==> src/bsr_pkg.sv <==
// Behaviour
// - breakpoint address held as high byte (15:8) and low byte (7:0), read/write
// - reset clears both breakpoint address bytes to zero
// - break that ends wait or stop sets the break-wakeup flag
// - writing 0 clears the break-wakeup flag; reset clears it; always readable (in break state the code clears it only when clear enable is 1)
// - in break state, status clears elsewhere allowed only when clear enable is 1
// - break clear enable is bit 7 of flag control, resets 0, rest reserved
// - enabled address match signals breakpoint, taken when instruction completes
// - writing 1 to break active raises a break like an address match
package bsr_pkg;

  // ----------------------------------------------------------------
  // register offsets (byte addresses)
  // ----------------------------------------------------------------
  localparam logic [15:0] BSR_OFS_WAKE_STAT = 16'hFE00;
  localparam logic [15:0] BSR_OFS_FLAG_CTRL = 16'hFE03;
  localparam logic [15:0] BSR_OFS_ADDR_HIGH = 16'hFE0C;
  localparam logic [15:0] BSR_OFS_ADDR_LOW  = 16'hFE0D;
  localparam logic [15:0] BSR_OFS_BRK_CTRL  = 16'hFE0E;
  localparam logic [15:0] BSR_OFS_IRQ_STAT  = 16'hFE10;
  localparam logic [15:0] BSR_OFS_IRQ_MASK  = 16'hFE11;

  // ----------------------------------------------------------------
  // field positions
  // ----------------------------------------------------------------
  localparam int BSR_BIT_WAKE_FLAG    = 1;
  localparam int BSR_BIT_CLEAR_ENABLE = 7;
  localparam int BSR_BIT_BRK_ENABLE   = 7;
  localparam int BSR_BIT_BRK_ACTIVE   = 6;
  localparam int BSR_IRQ_BIT_BREAK    = 0;
  localparam int BSR_IRQ_BIT_WAKE     = 1;

  // ----------------------------------------------------------------
  // values after reset
  // ----------------------------------------------------------------
  localparam logic [7:0] BSR_RST_ADDR_BYTE = 8'h00;
  localparam logic [7:0] BSR_RST_DATA      = 8'h00;
  localparam logic [1:0] BSR_RST_IRQ       = 2'h0;

  // ----------------------------------------------------------------
  // state of the block
  // ----------------------------------------------------------------
  typedef struct packed {
    logic [7:0] addr_high;
    logic [7:0] addr_low;
    logic       clear_enable;
    logic       brk_enable;
    logic       brk_active;
    logic       brk_pending;
    logic       wake_flag;
    logic [1:0] irq_stat;
    logic [1:0] irq_mask;
    logic [7:0] rd_data;
    logic       brk_req;
    logic       irq;
    logic       clear_allow;
  } bsr_state_t;

endpackage

==> src/bsr_top.sv <==
`timescale 1ns/1ns
module bsr_top
(
  input  wire logic        clk_in,
  input  wire logic        rst_b_in,
  input  wire logic        ce_in,
  // register port
  input  wire logic [15:0] reg_addr_in,
  input  wire logic [7:0]  reg_wdata_in,
  input  wire logic        reg_wr_in,
  input  wire logic        reg_rd_in,
  output logic      [7:0]  reg_rdata_out,
  // cpu side
  input  wire logic [15:0] cpu_addr_in,
  input  wire logic        cpu_fetch_in,
  input  wire logic        instr_done_in,
  input  wire logic        wait_state_in,
  input  wire logic        stop_state_in,
  input  wire logic        break_state_in,
  output logic             break_req_out,
  output logic             clear_allow_out,
  output logic             irq_out
);
  import bsr_pkg::*;

  // ----------------------------------------------------------------
  // state and decode
  // ----------------------------------------------------------------
  bsr_state_t st_q;
  bsr_state_t st_d;

  logic       wr_wake;
  logic       wr_flag;
  logic       wr_high;
  logic       wr_low;
  logic       wr_brk;
  logic       wr_istat;
  logic       wr_imask;
  logic       match;
  logic       raise;
  logic       wake_set;
  logic       low_power;
  logic       clr_ok;
  logic [1:0] ev;
  logic [7:0] rd_mux;

  // write strobes per register
  assign wr_wake  = reg_wr_in && (reg_addr_in == BSR_OFS_WAKE_STAT);
  assign wr_flag  = reg_wr_in && (reg_addr_in == BSR_OFS_FLAG_CTRL);
  assign wr_high  = reg_wr_in && (reg_addr_in == BSR_OFS_ADDR_HIGH);
  assign wr_low   = reg_wr_in && (reg_addr_in == BSR_OFS_ADDR_LOW);
  assign wr_brk   = reg_wr_in && (reg_addr_in == BSR_OFS_BRK_CTRL);
  assign wr_istat = reg_wr_in && (reg_addr_in == BSR_OFS_IRQ_STAT);
  assign wr_imask = reg_wr_in && (reg_addr_in == BSR_OFS_IRQ_MASK);

  // ----------------------------------------------------------------
  // breakpoint detection
  // ----------------------------------------------------------------
  // only program-counter addresses count, not data accesses
  assign match = st_q.brk_enable && cpu_fetch_in
                 && (cpu_addr_in == {st_q.addr_high, st_q.addr_low});

  // the break itself waits for the instruction boundary;
  // a match on the last cycle of an instruction goes at once
  assign raise = (st_q.brk_pending || match) && instr_done_in;

  // a break taken while the core sleeps is what wakes it
  assign low_power = wait_state_in || stop_state_in;
  assign wake_set  = raise && low_power;

  // outside break every clear goes through
  assign clr_ok = !break_state_in || st_q.clear_enable;

  assign ev = {wake_set, raise};

  // ----------------------------------------------------------------
  // read mux
  // ----------------------------------------------------------------
  always_comb
  begin
    rd_mux = BSR_RST_DATA;
    case (reg_addr_in)
      BSR_OFS_WAKE_STAT:
      begin
        rd_mux[BSR_BIT_WAKE_FLAG] = st_q.wake_flag;
      end
      BSR_OFS_FLAG_CTRL:
      begin
        rd_mux[BSR_BIT_CLEAR_ENABLE] = st_q.clear_enable;
      end
      BSR_OFS_ADDR_HIGH:
      begin
        rd_mux = st_q.addr_high;
      end
      BSR_OFS_ADDR_LOW:
      begin
        rd_mux = st_q.addr_low;
      end
      BSR_OFS_BRK_CTRL:
      begin
        rd_mux[BSR_BIT_BRK_ENABLE] = st_q.brk_enable;
        rd_mux[BSR_BIT_BRK_ACTIVE] = st_q.brk_active;
      end
      BSR_OFS_IRQ_STAT:
      begin
        rd_mux[1:0] = st_q.irq_stat;
      end
      BSR_OFS_IRQ_MASK:
      begin
        rd_mux[1:0] = st_q.irq_mask;
      end
      default:
      begin
        rd_mux = BSR_RST_DATA; // unmapped reads as zero
      end
    endcase
  end

  // ----------------------------------------------------------------
  // next state
  // ----------------------------------------------------------------
  always_comb
  begin
    st_d = st_q;

    // address bytes, plain read/write
    if (wr_high)
    begin
      st_d.addr_high = reg_wdata_in;
    end
    if (wr_low)
    begin
      st_d.addr_low = reg_wdata_in;
    end

    // only bit 7 is stored; reserved bits drop
    if (wr_flag)
    begin
      st_d.clear_enable = reg_wdata_in[BSR_BIT_CLEAR_ENABLE];
    end

    // break control: enable is plain, active is a status that
    // software may also set to force a break
    if (wr_brk)
    begin
      st_d.brk_enable = reg_wdata_in[BSR_BIT_BRK_ENABLE];
      st_d.brk_active = reg_wdata_in[BSR_BIT_BRK_ACTIVE];
    end
    if (wr_brk && reg_wdata_in[BSR_BIT_BRK_ACTIVE])
    begin
      st_d.brk_pending = 1'b1;
    end

    // a match is held until the instruction ends
    if (match)
    begin
      st_d.brk_pending = 1'b1;
      st_d.brk_active  = 1'b1;
    end
    if (raise)
    begin
      st_d.brk_pending = 1'b0;
    end

    // wake flag: write 0 clears, but during break only when
    // clears are enabled; a set in the same cycle wins
    if (wr_wake && !reg_wdata_in[BSR_BIT_WAKE_FLAG] && clr_ok)
    begin
      st_d.wake_flag = 1'b0;
    end
    if (wake_set)
    begin
      st_d.wake_flag = 1'b1;
    end

    // interrupt status: write one to clear, events win
    if (wr_istat)
    begin
      st_d.irq_stat = st_q.irq_stat & ~reg_wdata_in[1:0];
    end
    st_d.irq_stat = st_d.irq_stat | ev;
    if (wr_imask)
    begin
      st_d.irq_mask = reg_wdata_in[1:0];
    end

    // registered outputs
    st_d.rd_data     = reg_rd_in ? rd_mux : BSR_RST_DATA;
    st_d.brk_req     = raise;
    st_d.irq         = |(st_d.irq_stat & st_d.irq_mask);
    st_d.clear_allow = clr_ok;
  end

  // ----------------------------------------------------------------
  // state register
  // ----------------------------------------------------------------
  always_ff @(posedge clk_in)
  begin
    if (!rst_b_in)
    begin
      st_q              <= '0;
      st_q.addr_high    <= BSR_RST_ADDR_BYTE;
      st_q.addr_low     <= BSR_RST_ADDR_BYTE;
      st_q.wake_flag    <= 1'b0;
      st_q.clear_enable <= 1'b0;
      st_q.irq_stat     <= BSR_RST_IRQ;
      st_q.irq_mask     <= BSR_RST_IRQ;
      st_q.clear_allow  <= 1'b1;
    end
    else if (ce_in)
    begin
      st_q <= st_d;
    end
  end

  // ----------------------------------------------------------------
  // outputs, all from flip-flops
  // ----------------------------------------------------------------
  assign reg_rdata_out   = st_q.rd_data;
  assign break_req_out   = st_q.brk_req;
  assign clear_allow_out = st_q.clear_allow;
  assign irq_out         = st_q.irq;

endmodule

==> config.mk <==
export PLATFORM = sky130hd
export DESIGN_NAME = bsr_top
export DESIGN_NICKNAME = d
export VERILOG_FILES = /design/src/bsr_pkg.sv /design/src/bsr_top.sv
export SDC_FILE = /design/constraint.sdc
export NUM_CORES = 1
export LEC_CHECK = 0
export BUFFER_PORTS_ARGS = -buffer_cell sky130_fd_sc_hd__buf_2
export CORE_MARGIN = 2
export CORE_UTILIZATION = 57
export CTS_BUF_LIST = sky130_fd_sc_hd__clkbuf_4
export DETAILED_ROUTE_END_ITERATION = 10
export PLACE_DENSITY = 0.88
export SLEW_MARGIN = 20
export SYNTH_ARGS = -nofsm -noshare
export SYNTH_HDL_FRONTEND = slang
export SYNTH_SLANG_ARGS = --single-unit
==> constraint.sdc <==
create_clock -name clk_in -period 4.1 [get_ports clk_in]
set_input_delay 0 -clock clk_in [delete_from_list [all_inputs] [get_ports clk_in]]
set_output_delay 0 -clock clk_in [all_outputs]
set_load 0.01 [all_outputs]
Word-level counts from Yosys, hierarchy flattened
Cells that the tools add are included.

cells by class
  add/sub/neg operators = 0
  multipliers = 0
  divide/modulo/power cells = 0
  magnitude comparators = 0
  equal/unequal tests = 8
  shift-type cells = 0
  mux-type cells = 14
  bitwise logic cells = 4
  reduce and logical (&&, ||, !) cells = 30

operator list
  operator                                     number
  equality test 16 bit, second input constant  7
  equality test 16 bit                         1
  logical AND 1 bit                            14
  AND reduction 2 bit                          7
  two-way mux 8 bit                            1
  one-hot mux 1 bit (4 select lines)           2
  one-hot mux 4 bit (2 select lines)           1
  two-way mux 2 bit                            3
  two-way mux 1 bit                            5
  one-hot mux 1 bit (5 select lines)           1
  bitwise AND 2 bit                            2
  nonzero test 2 bit                           2
  logical OR 1 bit                             3
  one-hot mux 1 bit (3 select lines)           1
  nonzero test 3 bit                           1
  zero test 1 bit                              2
  inverter 2 bit                               1
  bitwise OR 2 bit                             1
  OR reduction 2 bit                           1

storage, ports and cells
  flip-flop bits (word level) = 36
  bits in latches = 0
  RAM bits = 0
  ROM bits = 0
  bits of input ports = 50
  output and inout port bits = 11
  logic and storage cells = 69
  memories kept = 0

Logic depth before layout (Yosys ltp)
  depth in word-level cells = 8
  depth in mapped cells = 7
  depth with buffers taken out = 6

Worst setup path before layout
OpenSTA, ideal clock, no wires.

  kind = reg2reg
  start = register st_q[30] in the netlist's numbering
  end = register st_q[16] in the netlist's numbering
  setup time = 60 ps
  arrival time = 1552 ps
  required time = 4040 ps
  setup slack = 2488 ps
  cell stages (with the launch flop) = 7
  buffers on the path = 0
  period minus slack after synthesis = 1612 ps
  path through = dfxtp_1 > xor2_1 > nor4_1 > nand4_1 > nor4_4 > and2_2 > o311a_1

between the ends
  cells in the longest elaborated chain, start to end = 6
  elaborated cells on any way between the ends = 8
  classes of those cells = eq/ne: 1; mux: 2; reduce/logical: 5

ends and longest elaborated chain
  element                        line            text
  start: declaration             bsr_top.sv:29   bsr_state_t st_q;
  start signal: assignment       bsr_top.sv:212  st_q <= st_d;
  equality test 16 bit (*)       bsr_top.sv:61   && (cpu_addr_in == {st_q.addr_high, st_q.addr_low});
  logical AND 1 bit (*)          bsr_top.sv:61
  logical OR 1 bit               bsr_top.sv:65   assign raise = (st_q.brk_pending || match) && instr_done_in;
  logical AND 1 bit              bsr_top.sv:65
  nonzero test 3 bit (no line)   -
  AND reduction 2 bit (no line)  -

Mark *: on every way between the ends. The rest lies on a longest branch, timed or not.
A chain may end at the register's enable or synchronous reset.

Final worst setup path
  start = register st_q[27] in the netlist's numbering
  end = register st_q (netlist bit irq_out)

between the ends
  cells in the longest elaborated chain, start to end = 8

ends and longest elaborated chain
  element                   line            text
  equality test 16 bit (*)  bsr_top.sv:61
  logical AND 1 bit (*)     bsr_top.sv:61
  logical OR 1 bit (*)      bsr_top.sv:65
  logical AND 1 bit (*)     bsr_top.sv:65
  logical AND 1 bit         bsr_top.sv:69   assign wake_set = raise && low_power;
  bitwise OR 2 bit (*)      bsr_top.sv:181  st_d.irq_stat = st_d.irq_stat | ev;
  bitwise AND 2 bit (*)     bsr_top.sv:190  st_d.irq = |(st_d.irq_stat & st_d.irq_mask);
  OR reduction 2 bit (*)    bsr_top.sv:190

Marks and branches as above.

==> flow_summary.toml <==
[timing]
finClkSkew_ps = 7.087
relSlewSlack_pct = 58.20
fin_crit_sh_pct = 44.57
fmax_ghz = 0.5472
totalNegativeSetupSlack_ps = 0
worst_slack_ps = 2273
rsz0062_at_grt = "no"
whs_ps = 13.75
hold_viol = 0
finalSetupViolations = 0
drv_slew = 0
layout_min_cycle_time_ps = 1827
tightest_slew_ps = 627.0

[grt]
grt-ovfl-total = 0
grt_use_total_pct = 26.15
grt_start_max_net_pins = 43
grt_pass1_vias = 1840
grt_pass1_wl_mm = 8.335
antenna_found_initial = 0

[finish]
area_growth_syn_to_layout_pct = 21.34
drive_above_1_share_pct = 27.12
antenna_cells = 0
nFillCells = 251
num-nets-final = 344

[drt]
drc = 0
antenna_left = 0
wl_mm = 4.983
vias_per_cell = 5.859
wl_per_cell_microns = 14.61
num_vias = 1998
first_pass_iters = 4
dr.first_iter.drc_count = 114

[critical_path]
cp_data_required_time_ps = 4360
critical_path.max_fanout = 5
r2r_cells = 6
startpoint = "st_q[27]"
cp-end-kind = "register"
cpPeakStageDelay_ps = 420
slowest_stage = "nor4_4"
start_kind = "register"
cp.arrival_ps = 2090
worstReg2RegStart = "st_q[27]"
cp_cell_sequence = "xor2_1 -> nor4_1 -> nand4_1 -> nor4_4 -> o21ai_0 -> o2111ai_1"
criticalPathCategory = "reg2reg"

[logic_synthesis]
synth_top_area_share_pct = 35.53
syn_inst = 235
ys_warn_count = 0
synthFlopType = "dfxtp_1"
yosysUniqueCellTypes = 47
syn_nets = 285
ys_top_cells_by_area = "dfxtp_1, nand2_1, a21boi_1"
synth-async-reset-ratio_pct = 0
synth_top_area_cell = "dfxtp_1"
ys_seq_area_share_pct = 35.53
ys_ff_latch = 36
synth_edf_count = 0
syn_area_sq_mm = 0.002028
postSynthAreaPerCell_sq_um = 8.631

[clock_tree]
htree_levels = 2
clock_latency_ps = 340
clockRootBuffer = "clkbuf_4"
cts_tree = "done"
cts_buffers = 5
cts_resized = 0
cts_sinks = 36
clkSlewWorstSetupHoldPaths_ps = 120
clockBufferDepth = 2

[place]
pre_cts_ws_ps = 2144
dp_hpwl_mm = 3.619
numPortBuffers = 60
place_congestion = 0.8717

[hold_path]
worstHoldPathType = "in2reg"
min_from = "stop_state_in"
hold_depth = 4

[pwr]
finalPower_w = 0.0006745
p_leak_nw = 0.9579
irDropWorstVdd_v = 0.0002303
pwr_density_cell_mw_per_mm2 = 274.1

[run]
maxCapViolations = 0

[floorplan]
num_rows = 21
fp.dieArea_sq_mm = 0.004051
die_y_microns = 63.65
die_x_microns = 63.65
io_pins = 61
start_util_pct = 59.84
core_sq_mm = 0.003390

[outcome]
status = "completed"
[layout make-up]
cell class,instances,area (sq um),share of cell area [%]
Clock buffer,5,37.54,1.525
Clock inverter,3,42.54,1.729
Inverter,2,7.507,0.3050
Multi-Input combinational cell,179,1195,48.55
Sequential cell,36,720.7,29.28
Tap cell,46,57.56,2.339
Timing Repair Buffer,70,400.4,16.27
[synth_stat cells, types with 2 or more instances]
cell type,n
nand2_1,41
dfxtp_1,36
nand3_1,19
a21boi_1,16
xnor2_1,12
buf_4,9
and2_1,8
mux2i_1,7
nand4_1,7
o21ai_0,7
clkbuf_1,6
nor2b_1,6
a22oi_1,4
nor2_1,4
nor4_4,4
o2bb2ai_1,4
xor2_1,4
a21oi_1,3
buf_2,3
nor4_1,3
a21boi_0,2
a221oi_1,2
and3_1,2
nor3_1,2
nor3b_1,2
[cells in the final DEF (no fill, tap or decap), types with 2 or more instances in the layout]
| cell | synthesis | final |
|---|---|---|
| a21oi_1 | 3 | 3 |
| nor2b_1 | 6 | 6 |
| dfxtp_1 | 36 | 36 |
| nor4_1 | 3 | 3 |
| a221oi_1 | 2 | 2 |
| nor2_1 | 4 | 4 |
| and3_1 | 2 | 2 |
| nor4_4 | 4 | 4 |
| buf_2 | 3 | 60 |
| o21ai_0 | 7 | 7 |
| nand2_1 | 41 | 41 |
| and2_1 | 8 | 8 |
| a22oi_1 | 4 | 4 |
| xnor2_1 | 12 | 12 |
| nor3_1 | 2 | 2 |
| xor2_1 | 4 | 4 |
| a21boi_1 | 16 | 16 |
| clkbuf_4 | 0 | 5 |
| nor3b_1 | 2 | 2 |
| a21boi_0 | 2 | 2 |
| dlygate4sd3_1 | 0 | 10 |
| mux2i_1 | 7 | 7 |
| nand4_1 | 7 | 7 |
| o2bb2ai_1 | 4 | 4 |
| nand3_1 | 19 | 19 |
[power breakdown]
group           total, W  internal [W]  switching, W
sequential      0.000350      0.000350   0.000000210
combinational  0.0000738     0.0000361     0.0000377
clock           0.000250      0.000127      0.000123
[critical path: cells and delay by family (launching register included)]
kind,cells,cell delay [ps]
simple gates,3,850
flops,1,360
compound gates,2,360
xor+xnor,1,180
[metal layers]
layer  routed length [microns]  vias up  track usage [%]
met2                      2350       87            40.92
met1                      2192      939            34.63
li1                          -      957                -
met3                       296       15            4.821
met4                       143        0            12.50
met5                         0        -                0
[through the flow]
stage / util [%] / cells / cell area (sq um)
3_5_place_dp: 67.29 / 323 / 2281
5_1_grt: 72.61 / 341 / 2461
4_1_cts: 72.61 / 341 / 2461
6_report: 72.61 / 341 / 2461
3_3_place_gp: 67.29 / 323 / 2281
2_1_floorplan: - / 235 / 2028
[sequential cells by signal, indices dropped and copies added (netlist names)]
| signal | flops |
|---|---|
| st_q | 25 |
| reg_rdata_out | 8 |
| break_req_out | 1 |
| clear_allow_out | 1 |
| irq_out | 1 |
[path summary, 6_finish.rpt]
kind,slack [ps],to
setup / recovery,2270,irq_out
hold / removal,10,st_q[15]
setup reg to reg,2270,irq_out
hold reg to reg,490,clear_allow_out
[what timing repair did]
action / in CTS / in global routing
endpoints found under the hold margin: 21 / 0
hold buffers: 10 / 0
setup endpoints to repair: 0 / 0
buffers inserted: 0 / 0
[kinds of logic after synthesis]
family          after synthesis  synth area share, %
flops                        36                35.53
mux                           8                4.010
simple gates                107                30.41
xor+xnor                     16                6.909
compound gates               48                17.58
buf+inv                      20                5.551
No activity file was read; power rests on OpenSTA's default activity.
